[src/verilog/bmc_pkg.sv]
// Purpose: Shared constants and types of the basic mode control block.
// Assumes: 125 MHz management clock, Avalon-MM slave with 32-bit data.
// Notes: Control register holds 16 bits in the low half of its word.
package bmc_pkg;

   // Register byte offsets
   localparam logic [3:0] BMC_CTRL_OFS = 4'h0;
   localparam logic [3:0] BMC_STAT_OFS = 4'h4;

   // Control register bit positions
   localparam int BMC_RST_BIT = 15;
   localparam int BMC_LOOP_BIT = 14;
   localparam int BMC_SPD_LO_BIT = 13;
   localparam int BMC_NEG_BIT = 12;
   localparam int BMC_SPD_HI_BIT = 6;

   // Control register values and masks
   localparam logic [15:0] BMC_CTRL_RESET = 16'h1140;
   localparam logic [15:0] BMC_CTRL_WMASK = 16'hF580;
   localparam logic [15:0] BMC_RST_MASK = 16'h8000;

   // Speed codes
   localparam logic [1:0] BMC_SPD_10 = 2'h0;
   localparam logic [1:0] BMC_SPD_100 = 2'h1;
   localparam logic [1:0] BMC_SPD_1000 = 2'h2;
   localparam logic [1:0] BMC_SPD_RSVD = 2'h3;

   // Status register bit positions
   localparam int BMC_ST_SPD_LO = 0;
   localparam int BMC_ST_NEG = 2;
   localparam int BMC_ST_BUSY = 3;
   localparam int BMC_ST_RSVD = 4;

   // Soft reset duration
   localparam int BMC_CLK_MHZ = 125;
   localparam int BMC_SOFT_RST_NS = 1000;
   localparam int BMC_SOFT_RST_CYC = (BMC_SOFT_RST_NS * BMC_CLK_MHZ + 999) / 1000;
   localparam logic [7:0] BMC_RST_LAST = 8'(BMC_SOFT_RST_CYC - 1);

   // MAC-side byte stream
   typedef struct packed {
      logic en;
      logic er;
      logic [7:0] data;
   } bmc_gmii_t;

   localparam bmc_gmii_t BMC_GMII_IDLE = '{en: 1'b0, er: 1'b0, data: 8'h00};

   // Avalon-MM request group
   typedef struct packed {
      logic read;
      logic write;
      logic [3:0] address;
      logic [31:0] writedata;
      logic [3:0] byteenable;
   } bmc_avs_req_t;

   typedef enum logic [0:0] {BMC_BUS_IDLE, BMC_BUS_ACK} bmc_bus_state_t;

endpackage

[src/verilog/bmc_soft_reset.sv]
// Purpose: Times the soft reset of the management and interface logic.
// Assumes: go stays high until done has been seen by the owner.
// Notes: done is combinational so the owner clears its bit in the same edge.
`timescale 1ns/100ps
`default_nettype none
module bmc_soft_reset
   import bmc_pkg::*;
(
   // Clock and reset
   input wire logic clk,
   input wire logic rst_n,
   // Control
   input wire logic go,
   output logic done
);

   typedef struct packed {
      logic [7:0] cnt;
   } bmc_srst_state_t;

   bmc_srst_state_t s_r;
   bmc_srst_state_t s_nxt;

   assign done = go && (s_r.cnt == BMC_RST_LAST);

   // Count while requested, restart from zero once finished
   always_comb begin
      s_nxt = s_r;
      if (!go || done) begin
         s_nxt.cnt = 8'h00;
      end else begin
         s_nxt.cnt = s_r.cnt + 8'h01;
      end
   end

   always_ff @(posedge clk or negedge rst_n) begin
      if (!rst_n) begin
         s_r <= '0;
      end else begin
         s_r <= s_nxt;
      end
   end
endmodule
`default_nettype wire

[src/verilog/bmc_loopback.sv]
// Purpose: Steers MAC transmit data to the line or back to the MAC.
// Assumes: Byte streams are synchronous to clk.
// Notes: Both paths add one register stage; line transmit idles in loopback.
`timescale 1ns/100ps
`default_nettype none
module bmc_loopback
   import bmc_pkg::*;
(
   // Clock and reset
   input wire logic clk,
   input wire logic rst_n,
   // Control
   input wire logic loop_en,
   input wire logic hold,
   // Streams
   input wire bmc_gmii_t mac_tx,
   input wire bmc_gmii_t line_rx,
   output bmc_gmii_t mac_rx,
   output bmc_gmii_t line_tx
);

   typedef struct packed {
      bmc_gmii_t mac_rx;
      bmc_gmii_t line_tx;
   } bmc_loop_state_t;

   bmc_loop_state_t s_r;
   bmc_loop_state_t s_nxt;

   assign mac_rx = s_r.mac_rx;
   assign line_tx = s_r.line_tx;

   // Hold idles both paths so no half frame leaks during soft reset
   always_comb begin
      s_nxt = s_r;
      if (hold) begin
         s_nxt.mac_rx = BMC_GMII_IDLE;
         s_nxt.line_tx = BMC_GMII_IDLE;
      end else if (loop_en) begin
         s_nxt.mac_rx = mac_tx;
         s_nxt.line_tx = BMC_GMII_IDLE;
      end else begin
         s_nxt.mac_rx = line_rx;
         s_nxt.line_tx = mac_tx;
      end
   end

   always_ff @(posedge clk or negedge rst_n) begin
      if (!rst_n) begin
         s_r <= '0;
      end else begin
         s_r <= s_nxt;
      end
   end
endmodule
`default_nettype wire

[src/verilog/bmc_top.sv]
// Purpose: Basic mode control register with soft reset, loopback and speed.
// Assumes: Avalon-MM master holds its request until waitrequest is low.
// Notes: Every access answers after one wait cycle; unmapped reads give zero.
//
// Behaviour
// - Writing one to bit 15 runs a soft reset; bit clears itself when done.
// - Bit 14 set returns MAC transmit data to MAC receive path.
// - With negotiation off, bits 6 and 13 form the forced speed code.
// - Control register at offset zero, value 0x1140 after reset.
// - Hardware-updated fields show state set by the block's own logic.
// - Bit 12 enables negotiation, resets to one; forced code unused then.
// - Bit 6 is read-only one, so default forced code is 1000 Mb/s.
//
// Our own choice: the Avalon-MM register port.
`timescale 1ns/100ps
`default_nettype none
module bmc_top
   import bmc_pkg::*;
(
   // Clock and reset
   input wire logic clk,
   input wire logic rst_n,
   // Avalon-MM slave
   input wire bmc_avs_req_t avs_req,
   output logic [31:0] avs_readdata,
   output logic avs_waitrequest,
   // Link state from the negotiation logic
   input wire logic [1:0] negotiated_speed,
   // Settings in effect
   output logic [1:0] speed_sel,
   output logic speed_reserved,
   output logic negotiation_enable,
   output logic soft_reset_busy,
   // MAC and line streams
   input wire bmc_gmii_t mac_tx,
   input wire bmc_gmii_t line_rx,
   output bmc_gmii_t mac_rx,
   output bmc_gmii_t line_tx
);

   localparam int RST_SPAN_A = BMC_SOFT_RST_CYC + 2;

   typedef struct packed {
      bmc_bus_state_t bus;
      logic waitreq;
      logic [31:0] rdata;
      logic [15:0] ctrl;
      logic [1:0] speed;
      logic spd_rsvd;
   } bmc_top_state_t;

   bmc_top_state_t s_r;
   bmc_top_state_t s_nxt;

   logic rst_done;
   logic req;
   logic commit;

   // Offset compare shared by read and write paths
   function automatic logic bmc_hit(input logic [3:0] addr, input logic [3:0] ofs);
      return addr == ofs;
   endfunction

   // Byte-lane merge; read-only bits keep their old value
   function automatic logic [15:0] bmc_merge(input logic [15:0] old, input logic [31:0] wd,
                                             input logic [3:0] be);
      logic [15:0] m;
      m = old;
      if (be[0]) begin
         m[7:0] = wd[7:0];
      end
      if (be[1]) begin
         m[15:8] = wd[15:8];
      end
      return (m & BMC_CTRL_WMASK) | (old & ~BMC_CTRL_WMASK);
   endfunction

   // Read word for the status register, all live hardware state
   function automatic logic [31:0] bmc_status(input bmc_top_state_t s);
      logic [31:0] w;
      w = 32'h0000_0000;
      w[BMC_ST_SPD_LO +: 2] = s.speed;
      w[BMC_ST_NEG] = s.ctrl[BMC_NEG_BIT];
      w[BMC_ST_BUSY] = s.ctrl[BMC_RST_BIT];
      w[BMC_ST_RSVD] = s.spd_rsvd;
      return w;
   endfunction

   assign req = avs_req.read || avs_req.write;
   assign commit = (s_r.bus == BMC_BUS_ACK) && avs_req.write;

   // Output registers
   assign avs_readdata = s_r.rdata;
   assign avs_waitrequest = s_r.waitreq;
   assign speed_sel = s_r.speed;
   assign speed_reserved = s_r.spd_rsvd;
   assign negotiation_enable = s_r.ctrl[BMC_NEG_BIT];
   assign soft_reset_busy = s_r.ctrl[BMC_RST_BIT];

   // Soft reset timer, driven by the self-clearing bit
   bmc_soft_reset u_srst (
      .clk(clk),
      .rst_n(rst_n),
      .go(s_r.ctrl[BMC_RST_BIT]),
      .done(rst_done)
   );

   // Loopback path, idled while the soft reset runs
   bmc_loopback u_loop (
      .clk(clk),
      .rst_n(rst_n),
      .loop_en(s_r.ctrl[BMC_LOOP_BIT]),
      .hold(s_r.ctrl[BMC_RST_BIT]),
      .mac_tx(mac_tx),
      .line_rx(line_rx),
      .mac_rx(mac_rx),
      .line_tx(line_tx)
   );

   // Bus handshake, register updates and speed resolution
   always_comb begin
      logic [15:0] m;
      logic [1:0] eff;
      m = 16'h0000;
      eff = BMC_SPD_10;
      s_nxt = s_r;

      // One wait cycle, then a single-cycle acknowledge
      case (s_r.bus)
         BMC_BUS_IDLE: begin
            if (req) begin
               s_nxt.bus = BMC_BUS_ACK;
               s_nxt.rdata = 32'h0000_0000;
               if (avs_req.read && bmc_hit(avs_req.address, BMC_CTRL_OFS)) begin
                  s_nxt.rdata = {16'h0000, s_r.ctrl};
               end else if (avs_req.read && bmc_hit(avs_req.address, BMC_STAT_OFS)) begin
                  s_nxt.rdata = bmc_status(s_r);
               end
            end
         end
         BMC_BUS_ACK: begin
            s_nxt.bus = BMC_BUS_IDLE;
         end
         default: begin
            s_nxt.bus = BMC_BUS_IDLE;
         end
      endcase
      s_nxt.waitreq = (s_nxt.bus != BMC_BUS_ACK);

      // Finished soft reset drops the bit; a write below may set it again
      if (rst_done) begin
         s_nxt.ctrl[BMC_RST_BIT] = 1'b0;
      end

      // Writes take effect only at the acknowledged edge
      if (commit && bmc_hit(avs_req.address, BMC_CTRL_OFS)) begin
         m = bmc_merge(s_r.ctrl, avs_req.writedata, avs_req.byteenable);
         if (m[BMC_RST_BIT]) begin
            // Soft reset returns every field to its reset value
            s_nxt.ctrl = BMC_CTRL_RESET | BMC_RST_MASK;
         end else if (!s_r.ctrl[BMC_RST_BIT]) begin
            // Writes during a running soft reset are dropped
            s_nxt.ctrl = m;
         end
      end

      // Forced code only while negotiation is off
      if (s_r.ctrl[BMC_NEG_BIT]) begin
         eff = negotiated_speed;
      end else begin
         eff = {s_r.ctrl[BMC_SPD_HI_BIT], s_r.ctrl[BMC_SPD_LO_BIT]};
      end
      s_nxt.speed = eff;
      s_nxt.spd_rsvd = (eff == BMC_SPD_RSVD);
   end

   // State register; reset value of the control word is fixed
   always_ff @(posedge clk or negedge rst_n) begin
      if (!rst_n) begin
         s_r.bus <= BMC_BUS_IDLE;
         s_r.waitreq <= 1'b1;
         s_r.rdata <= 32'h0000_0000;
         s_r.ctrl <= BMC_CTRL_RESET;
         s_r.speed <= BMC_SPD_10;
         s_r.spd_rsvd <= 1'b0;
      end else begin
         s_r <= s_nxt;
      end
   end
endmodule
`default_nettype wire

[config.mk]
export PLATFORM = sky130hd
export DESIGN_NAME = bmc_top
export DESIGN_NICKNAME = d
export VERILOG_FILES = /design/src/verilog/bmc_pkg.sv /design/src/verilog/bmc_soft_reset.sv /design/src/verilog/bmc_loopback.sv /design/src/verilog/bmc_top.sv
export SDC_FILE = /design/constraint.sdc
export NUM_CORES = 1
export LEC_CHECK = 0
export BUFFER_PORTS_ARGS = -buffer_cell sky130_fd_sc_hd__buf_2
export CORE_MARGIN = 10
export CORE_UTILIZATION = 40
export DETAILED_ROUTE_END_ITERATION = 16
export HOLD_SLACK_MARGIN = 0.06
export PLACE_DENSITY = 0.69
export SYNTH_ARGS = -nofsm -noshare
export SYNTH_HDL_FRONTEND = slang
export SYNTH_SLANG_ARGS = --single-unit
[constraint.sdc]
create_clock -name clk -period 2.4 [get_ports clk]
set_input_delay 0.12 -clock clk [delete_from_list [all_inputs] [get_ports clk]]
set_output_delay 0.12 -clock clk [all_outputs]
set_load 0.005 [all_outputs]
Word-level counts from Yosys, hierarchy flattened
Cells that the tools add are included.
{ "word_totals": {"in_bits": 66, "output_inout_bits": 58, "register_bits": 81} }
{ "op_classes": {"n_eq_ne": 4, "n_mux": 16, "n_addsub": 1, "reduce_logical": 11, "bitwise_logic": 3} }
{ "op_table": {"columns": ["op", "count"], "rows": [
  ["2-to-1 mux 16 bit", 4],
  ["2-to-1 mux 20 bit", 2],
  ["2-to-1 mux 8 bit", 5],
  ["OR 16 x 12 -> 16 bit", 1],
  ["adder 8 x 1 -> 8 bit (second input constant)", 1],
  ["== test 8 x 7 -> 1 bit (second input constant)", 1],
  ["logical AND 1 bit", 5],
  ["2-to-1 mux 5 bit", 1],
  ["== test 4 x 3 -> 1 bit (second input constant)", 1],
  ["zero test 4 bit", 1],
  ["AND reduction 2 bit", 2],
  ["== test 2 bit (second input constant)", 1],
  ["logical OR 1 bit", 2],
  ["2-to-1 mux 1 bit", 2],
  ["2-to-1 mux 2 bit", 1],
  ["inequality test 2 x 1 -> 1 bit (second input constant)", 1],
  ["inverter 1 bit", 2],
  ["case mux 1 bit (2 select lines)", 1],
  ["zero test 1 bit", 1]
]} }

Logic depth before layout (Yosys ltp)
{ "depth": {"depth_word": 7, "ltp_mapped": 5, "depth_no_buf": 5} }

Hierarchy
Synthesis repeated with hierarchy kept, for this count alone.
{ "hier_totals": {"cells_unflattened": 253, "area_unflattened_um2": 2909.0} }
{ "by_module_without_submodules": {"columns": ["mod", "cells_per_inst", "seq_area_each_um2", "instances", "area_each_um2"], "rows": [
  ["bmc_top", 155, 930.9, 1, 1773.0],
  ["bmc_loopback", 53, 500.5, 1, 719.4],
  ["bmc_soft_reset", 45, 200.2, 1, 416.6]
]} }

Worst setup path before layout
Ideal clock, no wire load.
{ "synth_path": {"path_kind": "register -> register", "startpoint": "reg u_srst.s_r[0] (netlist name)", "endpoint": "reg u_srst.s_r[7] (netlist name)", "arrival_ps": 1259, "n_path_buf": 0, "stages_incl_launch_ff": 5, "setup_slack_ps": 1063, "t_required_ps": 2322, "cell_sequence": "dfrtp_1 -> inv_1 -> ha_1 -> or4_1 -> a21boi_1"} }
{ "synth_rtl": {"columns": ["element", "line", "text"], "rows": [
  ["from (decl)", "bmc_soft_reset.sv:21", "bmc_srst_state_t s_r;"],
  ["from (signal assigned)", "bmc_soft_reset.sv:40", "s_r <= s_nxt;"]
]} }

==> flow_summary.toml <==
[run_status]
status = "finished, final reports clean"

[run]
cap_violations = 0

[pwr]
maximum_vdd_drop_mv = 0.253
p_sw_share_pct = 24.2
power.share.combinational_pct = 8.2
seq_power_share_pct = 50.3
cellPowerDensity_nw_per_um2 = 622
power_report.internal_total_w = 0.00174
p_sw_w = 0.000555
p_leak_nw = 1.89
clockPowerShare_pct = 41.5

[logic_synthesis]
synth_top_cell_by_area = "sky130_fd_sc_hd__dfrtp_1"
synth_edf_count = 0
synth_top_flop_cell = "sky130_fd_sc_hd__dfrtp_1"
synthCells = 249
yosys-mux-area-fraction_pct = 6.25
netlist-cell-type-count = 47
postSynthRegisterBits = 65
synth-compound-area-share_pct = 9.12
yosysWarnings = 0
synthSimpleGateAreaFrac_pct = 15.6
synth_fa_ha_area_share_pct = 0.856
largest_family_of_logic_cells_by_synthesized_area = "simple AND/OR/NAND/NOR gates"
post_synthesis_sequential_area_ratio_pct = 55.8
synth_xor_area_share_pct = 0.899
netlist.area_leader.share_pct = 52.2
ys_async_sr_fraction_pct = 100
synthesis.area_per_instance_um2 = 11.7
synth_area_leaders = "sky130_fd_sc_hd__dfrtp_1 (52%), sky130_fd_sc_hd__buf_4 (9.0%), sky130_fd_sc_hd__mux2i_1 (5.5%)"
syn_area_um2 = 2920

[worst_setup_path]
cp.required_ns = 2.60
setup.worst_path.end_class = "flip-flop"
worst_ep_arrival_time_ns = 1.73
path_class = "flip-flop to flip-flop"
critical_path.startpoint_type = "flip-flop"
largest_fanout_of_any_net_on_the_critical_path = 7

[finish]
nNetsFinal = 407
area.growth.synth_to_final_pct = 26.0
fraction_of_final_layout_cells_with_drive_strength_greater_than_1_pct = 35.5
finalNonFillerCells = 444
multi_input_gate_area_um2 = 1020
num-fill-cells = 641
regArea_um2 = 1630

[clock_tree]
root_buffer = "sky130_fd_sc_hd__clkbuf_8"
cts_made_buffers = 9
worstSkewPairLatency_ns = 0.35
cts_tree = "done"
path_clk_slew_ns = 0.07
htreeDepth = 3
cts_setup_buffers = 0
cts.path.max_buffers = 2
numClockSinks = 65

[route]
drt_drc_violations_left = 0
drt-pass1-iter-count = 4
routed-via-count = 2061
dr.first_iter.drc_count = 93
wire_length_per_cell_um = 15.9
detail-route-antenna-nets = 0
routed_wl_um = 7060
vias_cell = 4.64

[timing]
timing.fmax_mhz = 656
slew_headroom_pct = 45.8
layout_min_cycle_time_ns = 1.53
final.period_utilization_pct = 63.5
final-hold-violation-count = 0
slew_viol_final = 0
unrepaired_setup_endpoints_after_global_routing = "no"
worst_pin_slew_ns = 0.812
finClkSkew_ns = 0.0125
setup_violations = 0
finalSetupTns_ns = 0

[floorplan]
std_cell_rows = 31
fp.dieW_um = 105
placeableCoreArea_um2 = 7180
io_pins = 124
start_util_pct = 40.7
die_y_um = 105
die-area_um2 = 11100

[place]
place.gp.congestion = 0.781
dp.cells = 403
buffer_ports.inserted = 80
detailed_place_hpwl_um = 5020

[global_route]
number_of_global_route_vias_before_repair = 2280
grt_start_max_net_pins = 37
antenna_found_initial = 1
gr-total-overflow = 0
grtUsageTotal_pct = 13.0
wire_length_of_the_first_global_routing_pass_um = 11500

[worst_hold_path]
min-delay-path-class = "input port to flip-flop"
[cell usage in the layout (no fill, tap or decap), types with 2 or more instances in the layout]
cell | synthesis | final
sky130_fd_sc_hd__a221o_1 | 2 | 2
sky130_fd_sc_hd__a221oi_1 | 2 | 2
sky130_fd_sc_hd__a22o_2 | 10 | 10
sky130_fd_sc_hd__and2_1 | 14 | 14
sky130_fd_sc_hd__buf_2 | 3 | 80
sky130_fd_sc_hd__buf_4 | 35 | 2
sky130_fd_sc_hd__clkbuf_8 | 0 | 10
sky130_fd_sc_hd__clkinv_4 | 0 | 2
sky130_fd_sc_hd__clkinvlp_4 | 0 | 2
sky130_fd_sc_hd__conb_1 | 1 | 16
sky130_fd_sc_hd__dfrtp_1 | 61 | 61
sky130_fd_sc_hd__dfstp_2 | 4 | 4
sky130_fd_sc_hd__dlygate4sd3_1 | 0 | 24
sky130_fd_sc_hd__ha_1 | 2 | 2
sky130_fd_sc_hd__inv_1 | 7 | 7
sky130_fd_sc_hd__mux2_2 | 2 | 2
sky130_fd_sc_hd__mux2i_1 | 16 | 16
sky130_fd_sc_hd__nand2_1 | 7 | 7
sky130_fd_sc_hd__nand3_1 | 5 | 5
sky130_fd_sc_hd__nand3b_1 | 4 | 4
sky130_fd_sc_hd__nor2_1 | 21 | 21
sky130_fd_sc_hd__nor2b_1 | 11 | 11
sky130_fd_sc_hd__nor3_1 | 3 | 3
sky130_fd_sc_hd__o21ai_0 | 9 | 9
sky130_fd_sc_hd__xor2_1 | 2 | 2
[worst max-delay path, cell delays in order (launching register included)]
cell and delay (ns):
sky130_fd_sc_hd__dfrtp_1 0.44, sky130_fd_sc_hd__inv_1 0.08, sky130_fd_sc_hd__ha_1 0.18, sky130_fd_sc_hd__nand2_1 0.07
sky130_fd_sc_hd__o31ai_2 0.46, sky130_fd_sc_hd__o31ai_1 0.15
[metrics by stage]
| step | util, % | hold WS, ns | power [W] | setup slack, ns | area (um^2) |
|---|---|---|---|---|---|
| final | 51.3 | 0.0941 | 0.00229 | 0.875 | 3680 |
| after global routing | 51.3 | 0.114 | 0.00239 | 0.757 | 3680 |
| after CTS | 51.3 | 0.0758 | 0.00231 | 0.863 | 3680 |
| after detailed placement | 45.1 | 0.211 | 0.00133 | 0.774 | 3230 |
| after global placement | 45.1 | 0.207 | 0.00133 | 0.818 | 3230 |
| after floorplan | - | -0.176 | 0.00127 | 1.06 | 2980 |
[power groups by stage]
stage          Sequential (W)  Clock, W  Combinational, W
2_1_floorplan         0.00117         0          0.000102
3_3_place_gp          0.00117         0          0.000157
3_5_place_dp          0.00117         0          0.000161
4_1_cts               0.00115  0.000970          0.000192
5_1_grt               0.00116   0.00102          0.000212
6_report              0.00115  0.000950          0.000189
[cell families (layout without fill, tap and decap cells)]
kind of cell    count (synthesis)  count (layout)
compound gates                 33              33
xor+xnor                        3               3
fa+ha+maj                       2               2
buf+inv                        50             130
flops                          65              65
mux                            18              18
other cells                     1              17
simple gates                   77              77
[synthesized netlist by cell type, types with 2 or more instances]
| cell | count |
|---|---|
| sky130_fd_sc_hd__nand3_1 | 5 |
| sky130_fd_sc_hd__nor3_1 | 3 |
| sky130_fd_sc_hd__dfrtp_1 | 61 |
| sky130_fd_sc_hd__and2_1 | 14 |
| sky130_fd_sc_hd__a221o_1 | 2 |
| sky130_fd_sc_hd__nand2_1 | 7 |
| sky130_fd_sc_hd__nand3b_1 | 4 |
| sky130_fd_sc_hd__a22o_2 | 10 |
| sky130_fd_sc_hd__nor2b_1 | 11 |
| sky130_fd_sc_hd__ha_1 | 2 |
| sky130_fd_sc_hd__xor2_1 | 2 |
| sky130_fd_sc_hd__mux2i_1 | 16 |
| sky130_fd_sc_hd__a221oi_1 | 2 |
| sky130_fd_sc_hd__dfstp_2 | 4 |
| sky130_fd_sc_hd__buf_2 | 3 |
| sky130_fd_sc_hd__o21ai_0 | 9 |
| sky130_fd_sc_hd__nor2_1 | 21 |
| sky130_fd_sc_hd__buf_4 | 35 |
| sky130_fd_sc_hd__clkbuf_1 | 3 |
| sky130_fd_sc_hd__mux2_2 | 2 |
| sky130_fd_sc_hd__inv_1 | 7 |
[timing repair]
| action | in CTS | in global routing |
|---|---|---|
| gates resized for setup | 0 | 0 |
| hold buffers | 24 | 0 |
| endpoints found under the hold margin | 52 | 0 |
[worst paths after layout]
kind	start	end	slack, ns	cells past startpoint
setup / recovery	u_srst.s_r[0]	soft_reset_busy	0.87	5
hold / removal	avs_req[12]	s_r[11]	0.09	3
setup reg to reg	u_srst.s_r[0]	soft_reset_busy	0.87	5
hold reg to reg	avs_readdata[4]	avs_readdata[4]	0.49	2
max in group asynchronous	rst_n	s_r[9]	1.36	3
min in group asynchronous	rst_n	u_loop.mac_rx[4]	0.35	2
[area by class of cell]
cell class | instances | area share (%)
diodes | 1 | 0.0680
clock buffers | 10 | 3.74
clock inverters | 6 | 1.83
inverters | 7 | 0.714
multi-input cells | 149 | 27.6
flip-flops and latches | 65 | 44.3
well taps | 99 | 3.36
repair buffers | 107 | 18.3
[state kept, by name (all words and copies together) (netlist names), 2 cells and up]
| signal | count |
|---|---|
| speed_sel | 2 |
| u_loop.line_tx | 10 |
| s_r | 15 |
| u_srst.s_r | 8 |
| u_loop.mac_rx | 10 |
| avs_readdata | 16 |
[layer usage]
layer  wire length, um  share of wire (%)  up-vias  track usage (%)
met5                 0                  0        -                0
met4               133                1.9        0             5.49
met3               488                6.9        8             5.05
met2              3630                 51       56             22.5
met1              2800                 40     1016             13.8
li1                  -                  -      981                -
Power figures use the tool's default switching activity.
